File: src/logic/epm_pkg.sv
// constants and types for the exception priority map
package epm_pkg;
  // vector positions
  localparam int VN = 48;
  localparam logic [5:0] V_SP     = 6'h00;
  localparam logic [5:0] V_RESET  = 6'h01;
  localparam logic [5:0] V_NMI    = 6'h02;
  localparam logic [5:0] V_HARD   = 6'h03;
  localparam logic [5:0] V_MEM    = 6'h04;
  localparam logic [5:0] V_BUS    = 6'h05;
  localparam logic [5:0] V_USAGE  = 6'h06;
  localparam logic [5:0] V_SVC    = 6'h0b;
  localparam logic [5:0] V_DBG    = 6'h0c;
  localparam logic [5:0] V_PENDABLE_SERVICE_REQUEST = 6'h0e;
  localparam logic [5:0] V_TICK   = 6'h0f;
  localparam int         V_IRQ0   = 16;
  // ranks, lower is more urgent
  localparam logic [3:0] RK_RESET = 4'h0;
  localparam logic [3:0] RK_NMI   = 4'h1;
  localparam logic [3:0] RK_HARD  = 4'h2;
  localparam logic [3:0] RK_SET0  = 4'h3;
  localparam logic [3:0] RK_BASE  = 4'hb;
  localparam logic [2:0] PRI_RST  = 3'h0;
  // register offsets
  localparam logic [7:0] OFF_CTRL   = 8'h00;
  localparam logic [7:0] OFF_IRQ_EN = 8'h04;
  localparam logic [7:0] OFF_PRI_SY = 8'h08;
  localparam logic [7:0] OFF_PRI_IR = 8'h0c;
  localparam logic [7:0] OFF_STATUS = 8'h1c;
  localparam logic [7:0] OFF_PEND   = 8'h20;
  // ctrl bits and field layout
  localparam int CB_NMI    = 0;
  localparam int CB_PENDABLE_SERVICE_REQUEST = 1;
  localparam int CB_BUS_EN = 2;
  localparam int CB_DBG_EN = 3;
  localparam int PF_W      = 4;
  localparam int PF_PER    = 8;
  localparam logic [31:0] IRQ_MASK = 32'h3ffc01ff;
  localparam logic [6:0][5:0] SYS_VEC =
    {V_TICK, V_PENDABLE_SERVICE_REQUEST, V_DBG, V_SVC, V_USAGE, V_BUS, V_MEM};

  typedef enum logic [1:0] {ST_SP, ST_RESET, ST_RUN} epm_st_t;
  typedef logic [VN-1:0][2:0] epm_pri_t;

  typedef struct packed {
    logic first_insn;
    logic mem_fault;
    logic bus_fault;
    logic usage_fault;
    logic svc_exec;
    logic dbg_req;
    logic halting;
    logic tick_expire;
    logic ack;
    logic ret;
  } epm_core_ev_t;

  typedef struct packed {
    epm_st_t     st;
    logic        sp_load;
    logic [31:0] irq_s1;
    logic [31:0] irq_s2;
    logic [VN-1:0] pend;
    logic [3:0]  act_rank;
    logic [5:0]  act_vec;
    logic        bus_en;
    logic        dbg_en;
    logic [31:0] irq_en;
    epm_pri_t    pri;
    logic        out_valid;
    logic [5:0]  out_vec;
    logic [3:0]  out_rank;
    logic [31:0] prdata;
  } epm_state_t;

  localparam epm_state_t STATE_RST = '{
    st: ST_SP, sp_load: 1'b1, act_rank: RK_RESET, act_vec: V_RESET,
    out_vec: V_SP, default: '0};
endpackage

File: src/logic/epm_exception_map.sv
// exception priority map with apb register slave
// Functional notes
// [RQ1] reset first loads stack top, vector 0
// [RQ2] reset is vector 1, rank highest
// [RQ3] first instruction drops reset to base level
// [RQ4] nmi vector 2, preempted only by reset
// [RQ5] nmi raised only by software write
// [RQ6] blocked configurable faults escalate to hard fault
// [RQ7] memory management fault vector 4, settable
// [RQ8] bus fault vector 5, settable priority
// [RQ9] software enables or disables bus fault
// [RQ10] usage fault vector 6, settable priority
// [RQ11] service call vector 11 on supervisor call
// [RQ12] debug monitor gated by enable, halt, priority
// [RQ13] pendable service vector 14, software only
// [RQ14] system tick vector 15 on expiry
// [RQ15] interrupt lines map to vector 16 up
// [RQ16] settable priorities reset to zero
// [RQ17] fixed peripheral to line assignment
// [RQ18] eight levels, seven handlers, 21 lines
// [RQ19] equal priority: lower position wins
// [RQ20] settable level 0 ranks fourth overall
// [RQ21] reserved lines never raised
// [RQ22] lower value wins, winner shown to core
//
// Our own choices: the APB slave port and the register addresses.
`timescale 1ns/100ps
`default_nettype none
module epm_exception_map (
  // clock and reset
  input  wire logic                 CLK,
  input  wire logic                 SYS_RST,
  // apb slave
  input  wire logic                 PSEL,
  input  wire logic                 PENABLE,
  input  wire logic                 PWRITE,
  input  wire logic [7:0]           PADDR,
  input  wire logic [31:0]          PWDATA,
  output logic      [31:0]          PRDATA,
  output logic                      PREADY,
  output logic                      PSLVERR,
  // core events and peripheral lines
  input  wire epm_pkg::epm_core_ev_t CORE_EV,
  input  wire logic [31:0]          IRQ,
  // to core
  output logic                      SP_LOAD,
  output logic                      VEC_VALID,
  output logic      [5:0]           VEC_NUM,
  output logic      [3:0]           VEC_RANK,
  output logic      [5:0]           ACT_VEC,
  output logic      [3:0]           ACT_RANK
);
  epm_pkg::epm_state_t q;
  epm_pkg::epm_state_t nxt;
  logic [3:0]          best_r;
  logic [5:0]          best_v;
  logic                wr;
  logic                rd_setup;
  logic                mapped;
  logic [3:0]          rk_mem;
  logic [3:0]          rk_bus;
  logic [3:0]          rk_usage;
  logic [3:0]          rk_dbg;

  function automatic logic [3:0] rank_of(input int v,
                                         input epm_pkg::epm_pri_t p);
    logic [3:0] r;
    if (v == int'(epm_pkg::V_RESET))
      r = epm_pkg::RK_RESET; // RQ2
    else if (v == int'(epm_pkg::V_NMI))
      r = epm_pkg::RK_NMI; // RQ4
    else if (v == int'(epm_pkg::V_HARD))
      r = epm_pkg::RK_HARD; // RQ6
    else
      r = epm_pkg::RK_SET0 + {1'b0, p[v]}; // RQ20
    return r;
  endfunction

  assign wr       = PSEL && PENABLE && PWRITE;
  assign rd_setup = PSEL && !PENABLE;
  assign mapped   = (PADDR == epm_pkg::OFF_CTRL) ||
                    (PADDR == epm_pkg::OFF_IRQ_EN) ||
                    (PADDR == epm_pkg::OFF_PRI_SY) ||
                    (PADDR >= epm_pkg::OFF_PRI_IR &&
                     PADDR < epm_pkg::OFF_STATUS &&
                     PADDR[1:0] == 2'h0) ||
                    (PADDR == epm_pkg::OFF_STATUS) ||
                    (PADDR == epm_pkg::OFF_PEND);
  assign rk_mem   = rank_of(int'(epm_pkg::V_MEM), q.pri);
  assign rk_bus   = rank_of(int'(epm_pkg::V_BUS), q.pri);
  assign rk_usage = rank_of(int'(epm_pkg::V_USAGE), q.pri);
  assign rk_dbg   = rank_of(int'(epm_pkg::V_DBG), q.pri);

  always_comb begin
    nxt         = q;
    best_r      = epm_pkg::RK_BASE;
    best_v      = epm_pkg::V_SP;
    nxt.irq_s1  = IRQ;
    nxt.irq_s2  = q.irq_s1;
    nxt.sp_load = 1'b0;
    // reset sequence and core handshake
    unique case (q.st)
      epm_pkg::ST_SP: begin
        nxt.st = epm_pkg::ST_RESET; // RQ1
      end
      epm_pkg::ST_RESET: begin
        if (CORE_EV.first_insn) begin
          nxt.st       = epm_pkg::ST_RUN; // RQ3
          nxt.act_rank = epm_pkg::RK_BASE; // RQ3
          nxt.act_vec  = epm_pkg::V_SP;
        end
      end
      epm_pkg::ST_RUN: begin
        if (CORE_EV.ack && q.out_valid) begin
          nxt.pend[q.out_vec] = 1'b0;
          nxt.act_rank        = q.out_rank; // RQ22
          nxt.act_vec         = q.out_vec;
        end else if (CORE_EV.ret) begin
          nxt.act_rank = epm_pkg::RK_BASE;
          nxt.act_vec  = epm_pkg::V_SP;
        end
      end
    endcase
    // register writes
    if (wr && PADDR == epm_pkg::OFF_CTRL) begin
      nxt.bus_en = PWDATA[epm_pkg::CB_BUS_EN]; // RQ9
      nxt.dbg_en = PWDATA[epm_pkg::CB_DBG_EN];
    end
    if (wr && PADDR == epm_pkg::OFF_IRQ_EN)
      nxt.irq_en = PWDATA & epm_pkg::IRQ_MASK; // RQ21
    for (int k = 0; k < 7; k++) begin
      if (wr && PADDR == epm_pkg::OFF_PRI_SY)
        nxt.pri[epm_pkg::SYS_VEC[k]] = PWDATA[k*epm_pkg::PF_W +: 3]; // RQ18
    end
    for (int i = 0; i < 32; i++) begin
      if (wr && epm_pkg::IRQ_MASK[i] &&
          PADDR == epm_pkg::OFF_PRI_IR + 8'((i / epm_pkg::PF_PER) * 4))
        nxt.pri[epm_pkg::V_IRQ0 + i] =
          PWDATA[(i % epm_pkg::PF_PER) * epm_pkg::PF_W +: 3]; // RQ18
    end
    // event sources, set after clear so set wins
    if (q.st == epm_pkg::ST_RUN) begin
      if (wr && PADDR == epm_pkg::OFF_CTRL && PWDATA[epm_pkg::CB_NMI])
        nxt.pend[epm_pkg::V_NMI] = 1'b1; // RQ5
      if (wr && PADDR == epm_pkg::OFF_CTRL && PWDATA[epm_pkg::CB_PENDABLE_SERVICE_REQUEST])
        nxt.pend[epm_pkg::V_PENDABLE_SERVICE_REQUEST] = 1'b1; // RQ13
      if (CORE_EV.mem_fault) begin
        if (rk_mem < q.act_rank)
          nxt.pend[epm_pkg::V_MEM] = 1'b1; // RQ7
        else
          nxt.pend[epm_pkg::V_HARD] = 1'b1; // RQ6
      end
      if (CORE_EV.bus_fault) begin
        if (q.bus_en && rk_bus < q.act_rank)
          nxt.pend[epm_pkg::V_BUS] = 1'b1; // RQ8
        else
          nxt.pend[epm_pkg::V_HARD] = 1'b1; // RQ6
      end
      if (CORE_EV.usage_fault) begin
        if (rk_usage < q.act_rank)
          nxt.pend[epm_pkg::V_USAGE] = 1'b1; // RQ10
        else
          nxt.pend[epm_pkg::V_HARD] = 1'b1; // RQ6
      end
      if (CORE_EV.svc_exec)
        nxt.pend[epm_pkg::V_SVC] = 1'b1; // RQ11
      if (CORE_EV.dbg_req && q.dbg_en && !CORE_EV.halting &&
          rk_dbg < q.act_rank)
        nxt.pend[epm_pkg::V_DBG] = 1'b1; // RQ12
      if (CORE_EV.tick_expire)
        nxt.pend[epm_pkg::V_TICK] = 1'b1; // RQ14
      for (int i = 0; i < 32; i++) begin
        if (q.irq_s2[i] && q.irq_en[i] && epm_pkg::IRQ_MASK[i])
          nxt.pend[epm_pkg::V_IRQ0 + i] = 1'b1; // RQ15 RQ17
      end
    end
    // arbitration, ascending scan keeps lower position on ties
    for (int v = 2; v < epm_pkg::VN; v++) begin
      if (nxt.pend[v] && rank_of(v, nxt.pri) < best_r) begin
        best_r = rank_of(v, nxt.pri); // RQ22
        best_v = 6'(v); // RQ19
      end
    end
    if (nxt.st == epm_pkg::ST_RUN) begin
      nxt.out_valid = best_r < nxt.act_rank; // RQ22 RQ4
      nxt.out_vec   = best_v;
      nxt.out_rank  = best_r;
    end else begin
      nxt.out_valid = nxt.st == epm_pkg::ST_RESET; // RQ2
      nxt.out_vec   = (nxt.st == epm_pkg::ST_SP) ? epm_pkg::V_SP
                                                  : epm_pkg::V_RESET;
      nxt.out_rank  = epm_pkg::RK_RESET;
    end
    // read data captured in setup phase
    if (rd_setup) begin
      unique case (PADDR)
        epm_pkg::OFF_CTRL: begin
          nxt.prdata                     = 32'h0;
          nxt.prdata[epm_pkg::CB_BUS_EN] = q.bus_en;
          nxt.prdata[epm_pkg::CB_DBG_EN] = q.dbg_en;
        end
        epm_pkg::OFF_IRQ_EN:
          nxt.prdata = q.irq_en;
        epm_pkg::OFF_PRI_SY: begin
          nxt.prdata = 32'h0;
          for (int k = 0; k < 7; k++)
            nxt.prdata[k*epm_pkg::PF_W +: 3] = q.pri[epm_pkg::SYS_VEC[k]];
        end
        epm_pkg::OFF_STATUS:
          nxt.prdata = {8'h0, q.st, q.act_rank, q.act_vec,
                        q.out_rank, q.out_valid, 1'b0, q.out_vec};
        epm_pkg::OFF_PEND:
          nxt.prdata = q.pend[epm_pkg::VN-1:epm_pkg::V_IRQ0];
        default: begin
          nxt.prdata = 32'h0;
          for (int i = 0; i < 32; i++) begin
            if (PADDR == epm_pkg::OFF_PRI_IR + 8'((i / epm_pkg::PF_PER) * 4))
              nxt.prdata[(i % epm_pkg::PF_PER) * epm_pkg::PF_W +: 3] =
                q.pri[epm_pkg::V_IRQ0 + i];
          end
        end
      endcase
    end
  end

  always_ff @(posedge CLK or posedge SYS_RST) begin
    if (SYS_RST)
      q <= epm_pkg::STATE_RST; // RQ1 RQ2 RQ16
    else
      q <= nxt;
  end

  assign PRDATA    = q.prdata;
  assign PREADY    = 1'b1;
  assign PSLVERR   = PSEL && PENABLE && !mapped;
  assign SP_LOAD   = q.sp_load;
  assign VEC_VALID = q.out_valid;
  assign VEC_NUM   = q.out_vec;
  assign VEC_RANK  = q.out_rank;
  assign ACT_VEC   = q.act_vec;
  assign ACT_RANK  = q.act_rank;

  a_sp_then_reset: assert property (@(posedge CLK) disable iff (SYS_RST) // RQ1
    q.st == epm_pkg::ST_SP && !SYS_RST |-> SP_LOAD && VEC_NUM == epm_pkg::V_SP
      ##1 !SP_LOAD && VEC_VALID && VEC_NUM == epm_pkg::V_RESET)
    else $error("stack load not followed by reset vector");
  a_reset_top: assert property (@(posedge CLK) disable iff (SYS_RST) // RQ2
    q.st == epm_pkg::ST_RESET |-> ACT_RANK == 4'h0 && VEC_RANK == 4'h0)
    else $error("reset not at highest rank");
  a_base_drop: assert property (@(posedge CLK) disable iff (SYS_RST) // RQ3
    q.st == epm_pkg::ST_RESET && CORE_EV.first_insn
      |=> ACT_RANK == 4'hb && q.st == epm_pkg::ST_RUN)
    else $error("reset did not drop to base level");
  a_nmi_soft: assert property (@(posedge CLK) disable iff (SYS_RST) // RQ5
    $rose(q.pend[2]) |-> $past(wr) && $past(PADDR) == epm_pkg::OFF_CTRL)
    else $error("nmi pended without software write");
  a_bus_escal: assert property (@(posedge CLK) disable iff (SYS_RST) // RQ6
    q.st == epm_pkg::ST_RUN && CORE_EV.bus_fault && !q.bus_en
      |=> q.pend[3] && !$rose(q.pend[5]))
    else $error("disabled bus fault did not escalate");
  a_dbg_gate: assert property (@(posedge CLK) disable iff (SYS_RST) // RQ12
    $rose(q.pend[12]) |-> $past(q.dbg_en) && !$past(CORE_EV.halting) &&
      $past(rk_dbg) < $past(q.act_rank))
    else $error("debug monitor pended while gated");
  a_resv_quiet: assert property (@(posedge CLK) disable iff (SYS_RST) // RQ21
    (q.pend[epm_pkg::VN-1:epm_pkg::V_IRQ0] & ~epm_pkg::IRQ_MASK) == 32'h0)
    else $error("reserved line pended");
  a_win_rank: assert property (@(posedge CLK) disable iff (SYS_RST) // RQ22
    VEC_VALID && q.st == epm_pkg::ST_RUN |-> VEC_RANK < ACT_RANK &&
      q.pend[VEC_NUM] && VEC_RANK >= 4'h1)
    else $error("presented vector does not outrank activation");
  a_irq_lat: assert property (@(posedge CLK) disable iff (SYS_RST) // RQ15
    q.st == epm_pkg::ST_RUN && q.irq_s2[0] && q.irq_en[0] && !CORE_EV.ack
      |=> q.pend[16])
    else $error("enabled line 0 not pended");
  a_mem_route: assert property (@(posedge CLK) disable iff (SYS_RST) // RQ7
    q.st == epm_pkg::ST_RUN && CORE_EV.mem_fault && rk_mem < q.act_rank
      |=> q.pend[epm_pkg::V_MEM])
    else $error("memory fault not pended at its vector");
  a_usage_escal: assert property (@(posedge CLK) disable iff (SYS_RST) // RQ6
    q.st == epm_pkg::ST_RUN && CORE_EV.usage_fault && rk_usage >= q.act_rank
      |=> q.pend[epm_pkg::V_HARD])
    else $error("blocked usage fault did not escalate");
  a_svc_pend: assert property (@(posedge CLK) disable iff (SYS_RST) // RQ11
    q.st == epm_pkg::ST_RUN && CORE_EV.svc_exec
      |=> q.pend[epm_pkg::V_SVC])
    else $error("service call not pended");
  a_tick_pend: assert property (@(posedge CLK) disable iff (SYS_RST) // RQ14
    q.st == epm_pkg::ST_RUN && CORE_EV.tick_expire
      |=> q.pend[epm_pkg::V_TICK])
    else $error("tick expiry not pended");
  a_pendable_service_request_soft: assert property (@(posedge CLK) disable iff (SYS_RST) // RQ13
    $rose(q.pend[epm_pkg::V_PENDABLE_SERVICE_REQUEST]) |->
      $past(wr) && $past(PADDR) == epm_pkg::OFF_CTRL)
    else $error("pendable service pended without software write");
  a_prio_reset: assert property (@(posedge CLK) disable iff (SYS_RST) // RQ16
    q.st == epm_pkg::ST_SP && !SYS_RST |-> q.pri == '0)
    else $error("settable priorities not cleared by reset");
  a_ack_take: assert property (@(posedge CLK) disable iff (SYS_RST) // RQ22
    q.st == epm_pkg::ST_RUN && CORE_EV.ack && VEC_VALID
      |=> ACT_VEC == $past(VEC_NUM) && ACT_RANK == $past(VEC_RANK))
    else $error("taken vector not made the activation");
  a_nmi_rank: assert property (@(posedge CLK) disable iff (SYS_RST) // RQ4
    VEC_VALID && VEC_NUM == epm_pkg::V_NMI |-> VEC_RANK == epm_pkg::RK_NMI)
    else $error("nmi presented at wrong rank");
endmodule
`default_nettype wire

File: config.mk
export PLATFORM = sky130hd
export DESIGN_NAME = epm_exception_map
export DESIGN_NICKNAME = d
export VERILOG_FILES = /design/src/logic/epm_pkg.sv /design/src/logic/epm_exception_map.sv
export SDC_FILE = /design/constraint.sdc
export NUM_CORES = 1
export LEC_CHECK = 0
export BUFFER_PORTS_ARGS = -buffer_cell sky130_fd_sc_hd__buf_2
export CAP_MARGIN = 20
export CORE_ASPECT_RATIO = 1.25
export CORE_MARGIN = 4
export CORE_UTILIZATION = 30
export DETAILED_ROUTE_END_ITERATION = 8
export PLACE_DENSITY = 0.46
export SLEW_MARGIN = 15
export SYNTH_ARGS = -nofsm -noshare
export SYNTH_HDL_FRONTEND = slang
export SYNTH_SLANG_ARGS = --single-unit
File: constraint.sdc
create_clock -name CLK -period 40.7 [get_ports CLK]
set_clock_uncertainty 0.05 [all_clocks]
set_input_delay 12.21 -clock CLK [delete_from_list [all_inputs] [get_ports CLK]]
set_output_delay 12.21 -clock CLK [all_outputs]
set_load 0.01 [all_outputs]
==> impl_metrics.env <==
export IMPL_grt_ovfl_total=0
export IMPL_yosysTopAreaCell="dfrtp_1"
export IMPL_p_sw_uw=576
export IMPL_syn_instance_count=2043
export IMPL_powerDensity_nw_per_um2=55.1
export IMPL_ys_types=124
export IMPL_end_kind="flop"
export IMPL_synth_edff_count=0
export IMPL_maxSlewViolCount=0
export IMPL_ff2ff_setup_slack_ns=4.10
export IMPL_cp_arrival_ns=47.54
export IMPL_grt_pass1_wl_um=120000
export IMPL_grt_max_degree=115
export IMPL_globalplace_congestion=0.928
export IMPL_worst_slack_ns=-6.39
export IMPL_synth_nets=2228
export IMPL_path_common_cell="ha_4"
export IMPL_dr_pass1_iters=9
export IMPL_rsz0062_at_grt="yes"
export IMPL_fp_row_count=101
export IMPL_cts_clk_slew_worst_paths_ns=0.06
export IMPL_synth_top_area_share_pct=34.0
export IMPL_whs_path_depth=0
export IMPL_root_buffer="clkbuf_16"
export IMPL_layout_commonest_cell="buf_4"
export IMPL_clkPwrFrac_pct=19.4
export IMPL_syn_area_um2=18400
export IMPL_crit_buf_inv=18
export IMPL_p_comb_share_pct=60.8
export IMPL_synth_area_leaders="dfrtp_1 34%, ha_1 6.7%, mux2i_1 4.6%"
export IMPL_cp_start_kind="input port"
export IMPL_ys_ff_latch=251
export IMPL_viasPerCell=5.42
export IMPL_die_w_um=229
export IMPL_hold_class="flop to flop"
export IMPL_antenna_found_initial=1
export IMPL_seqPwrFrac_pct=19.8
export IMPL_finalHoldViolCount=0
export IMPL_violations="DRC, setup timing"
export IMPL_reg2regPathDepth=202
export IMPL_grt_pass1_vias=19200
export IMPL_wire_per_inst_um=23.1
export IMPL_antenna_left=0
export IMPL_hp_start="nxt[304]"
export IMPL_hold_path_end="q[304]"
export IMPL_mostFrequentLayoutCells="574 x buf_4, 249 x dfrtp_1, 190 x inv_1, 164 x nand2_1, 125 x buf_2"
export IMPL_reg2reg_from="q[61]"
export IMPL_status="finished with violations"
export IMPL_cts_tree="done"
export IMPL_initial_utilization_pct=30.3
export IMPL_dp_slack_ns=-8.47
export IMPL_drt_wl_total_um=80500
export IMPL_cts_buffers=31
export IMPL_die_area_um2=65200
export IMPL_yosys_warnings=0
export IMPL_cts_max_level=1
export IMPL_drt_iter0_markers=1498
export IMPL_critical_path_class="input port to flop"
export IMPL_max_slew_margin_pct=33.3
export IMPL_io_pins=143
export IMPL_crit_fanout=7
export IMPL_switching_share_pct=39.4
export IMPL_p_leak_uw=0.0130
export IMPL_setup_viol=11
export IMPL_hpwl_um=63800
export IMPL_clockBufferDepth=3
export IMPL_core_area_um2=60700
export IMPL_cp_required_ns=41.15
export IMPL_fmax_ghz=0.0212
export IMPL_p_int_uw=885
export IMPL_clk_latency_ns=0.61
export IMPL_grtUsageTotal_pct=23.8
export IMPL_ys_seq_area_share_pct=34.2
export IMPL_drc=29
export IMPL_hold_worst_slack_ns=0.289
export IMPL_async_flop_share_pct=100
export IMPL_drive_gt1_share_pct=40.5
export IMPL_ys_flop_type="dfrtp_1"
export IMPL_fin_crit_sh_pct=116
export IMPL_vias=18900
export IMPL_clkSinkCount=251
export IMPL_finalCriticalPeriod_ns=47.09
export IMPL_avgSynthCellArea_um2=8.98
export IMPL_syn2layout_area_growth_pct=44.6
export IMPL_ir_drop_mv=0.0353
export IMPL_drv_cap=0
export IMPL_worst_slew_pin_slew_ns=1.00
export IMPL_final_nets=2868
export IMPL_fillers=5949
export IMPL_slowest_delay_ns=0.58
export IMPL_cp_top_family="compound AO/OA/AOI/OAI gates"
export IMPL_die_h_um=285
export IMPL_cts_hold_fix_buffers=0
export IMPL_crit_path_top_delay_cell="or4b_4"
export IMPL_r2r_end="VEC_VALID"
export IMPL_portBuffers=127
## repair_timing
| action | in CTS | in global routing |
|---|---|---|
| pin swaps | 68 | 77 |
| resized for setup | 96 | 75 |
| hold endpoints to repair | 0 | 0 |
| setup endpoints to repair | 11 | 11 |
| setup buffers | 76 | 31 |
## state kept, by name (all words and copies together), names as in the netlist
signal     flops
SP_LOAD        1
VEC_RANK       4
nxt           21
q            176
ACT_VEC        6
VEC_NUM        6
PRDATA        32
VEC_VALID      1
ACT_RANK       4
## Yosys cell counts, drive strengths merged, types with 10 or more instances
cell type / count
mux2: 46
mux2i: 86
a311oi: 10
o21ai: 128
nand2: 184
nand3: 41
a32o: 18
ha: 98
o21a: 31
o22ai: 14
nor3: 26
a221oi: 15
a21boi: 19
nand4: 11
and3: 15
nor2: 120
a22o: 11
a22oi: 16
or2: 11
buf: 74
inv: 203
xor2: 26
a21oi: 105
nand2b: 29
a31oi: 40
clkbuf: 43
a211oi: 27
and2: 25
nor2b: 19
o211ai: 29
a21o: 27
dfrtp: 249
or3: 15
xnor2: 21
a32oi: 10
a222oi: 39
## per-stage QoR
stage                     utilization (%)  cells  cell area (um2)  setup TNS, ns  power (uW)
after global routing                 43.7   3479            26500         -85.32        1550
after detailed placement             39.4   3317            23900         -88.22        1070
after floorplan                         -   2043            19300         -68.72         734
after CTS                            42.8   3450            26000         -65.21        1430
final                                43.7   3480            26500         -66.06        1460
after global placement               39.4   3316            23900         -85.30        1060
## how the worst max path moves through the flow
| stage | slack (ns) | endpoint | start | cells past startpoint |
|---|---|---|---|---|
| global placement | -8.20 | VEC_VALID | PADDR[2] | 202 |
| CTS | -6.36 | VEC_VALID | PADDR[4] | 203 |
| floorplan | -6.74 | VEC_VALID | PADDR[2] | 209 |
| global route | -8.21 | VEC_VALID | PADDR[0] | 206 |
| finish | -6.39 | VEC_VALID | PADDR[0] | 200 |
| detailed placement | -8.47 | VEC_VALID | PADDR[2] | 205 |
## per-layer routing
layer  part of all wire (%)  wire length (um)  global-route usage, %  vias to the layer above
met5                      0                 0                      0                        -
met4                    5.0              4010                   10.1                        0
met3                    5.5              4400                   2.52                      148
met2                     49             39600                   42.0                      615
met1                     40             32500                   29.5                     9309
li1                       -                 -                      -                     8790
## kinds of logic (layout without fill, tap and decap cells)
logic type,Yosys count,count (layout),synth area share [%]
multiplexers,133,133,7.81
buffers and inverters,320,984,7.89
adder cells (fa/ha/maj),99,99,6.74
other,2,3,0.0409
AO/OA/AOI/OAI,650,650,26.6
XOR/XNOR,47,47,2.24
AND/OR/NAND/NOR,541,541,14.4
flip-flops,251,251,34.2
## worst reg2reg max path, delay by kind of cell, from the launching register on
family                     cells  cell delay, ns
AOI/OAI and AO/OA             98           16.53
buffers and inverters         15            1.74
DFF                            1            0.58
muxes                         10            2.94
and+or+nand+nor               48            6.74
xor gates and xnor gates       1            0.13
adders and majority gates     30            7.81
## layout make-up
type	instances	area [um2]	area share, %
Tap cell	772	966	3.64
Sequential cell	251	6280	23.7
Multi-Input combinational cell	1472	12300	46.3
Timing Repair Buffer	724	5220	19.7
Clock inverter	13	151	0.571
Clock buffer	44	865	3.26
Antenna cell	1	2.50	0.00943
Inverter	203	772	2.91
## power by group through the flow
stage / clock [uW] / sequential [uW] / combinational (uW)
3_5_place_dp: 0 / 294 / 776
4_1_cts: 289 / 289 / 847
5_1_grt: 299 / 290 / 964
3_3_place_gp: 0 / 294 / 766
6_report: 283 / 290 / 889
2_1_floorplan: 0 / 277 / 457
Power figures use the tool's default switching activity.
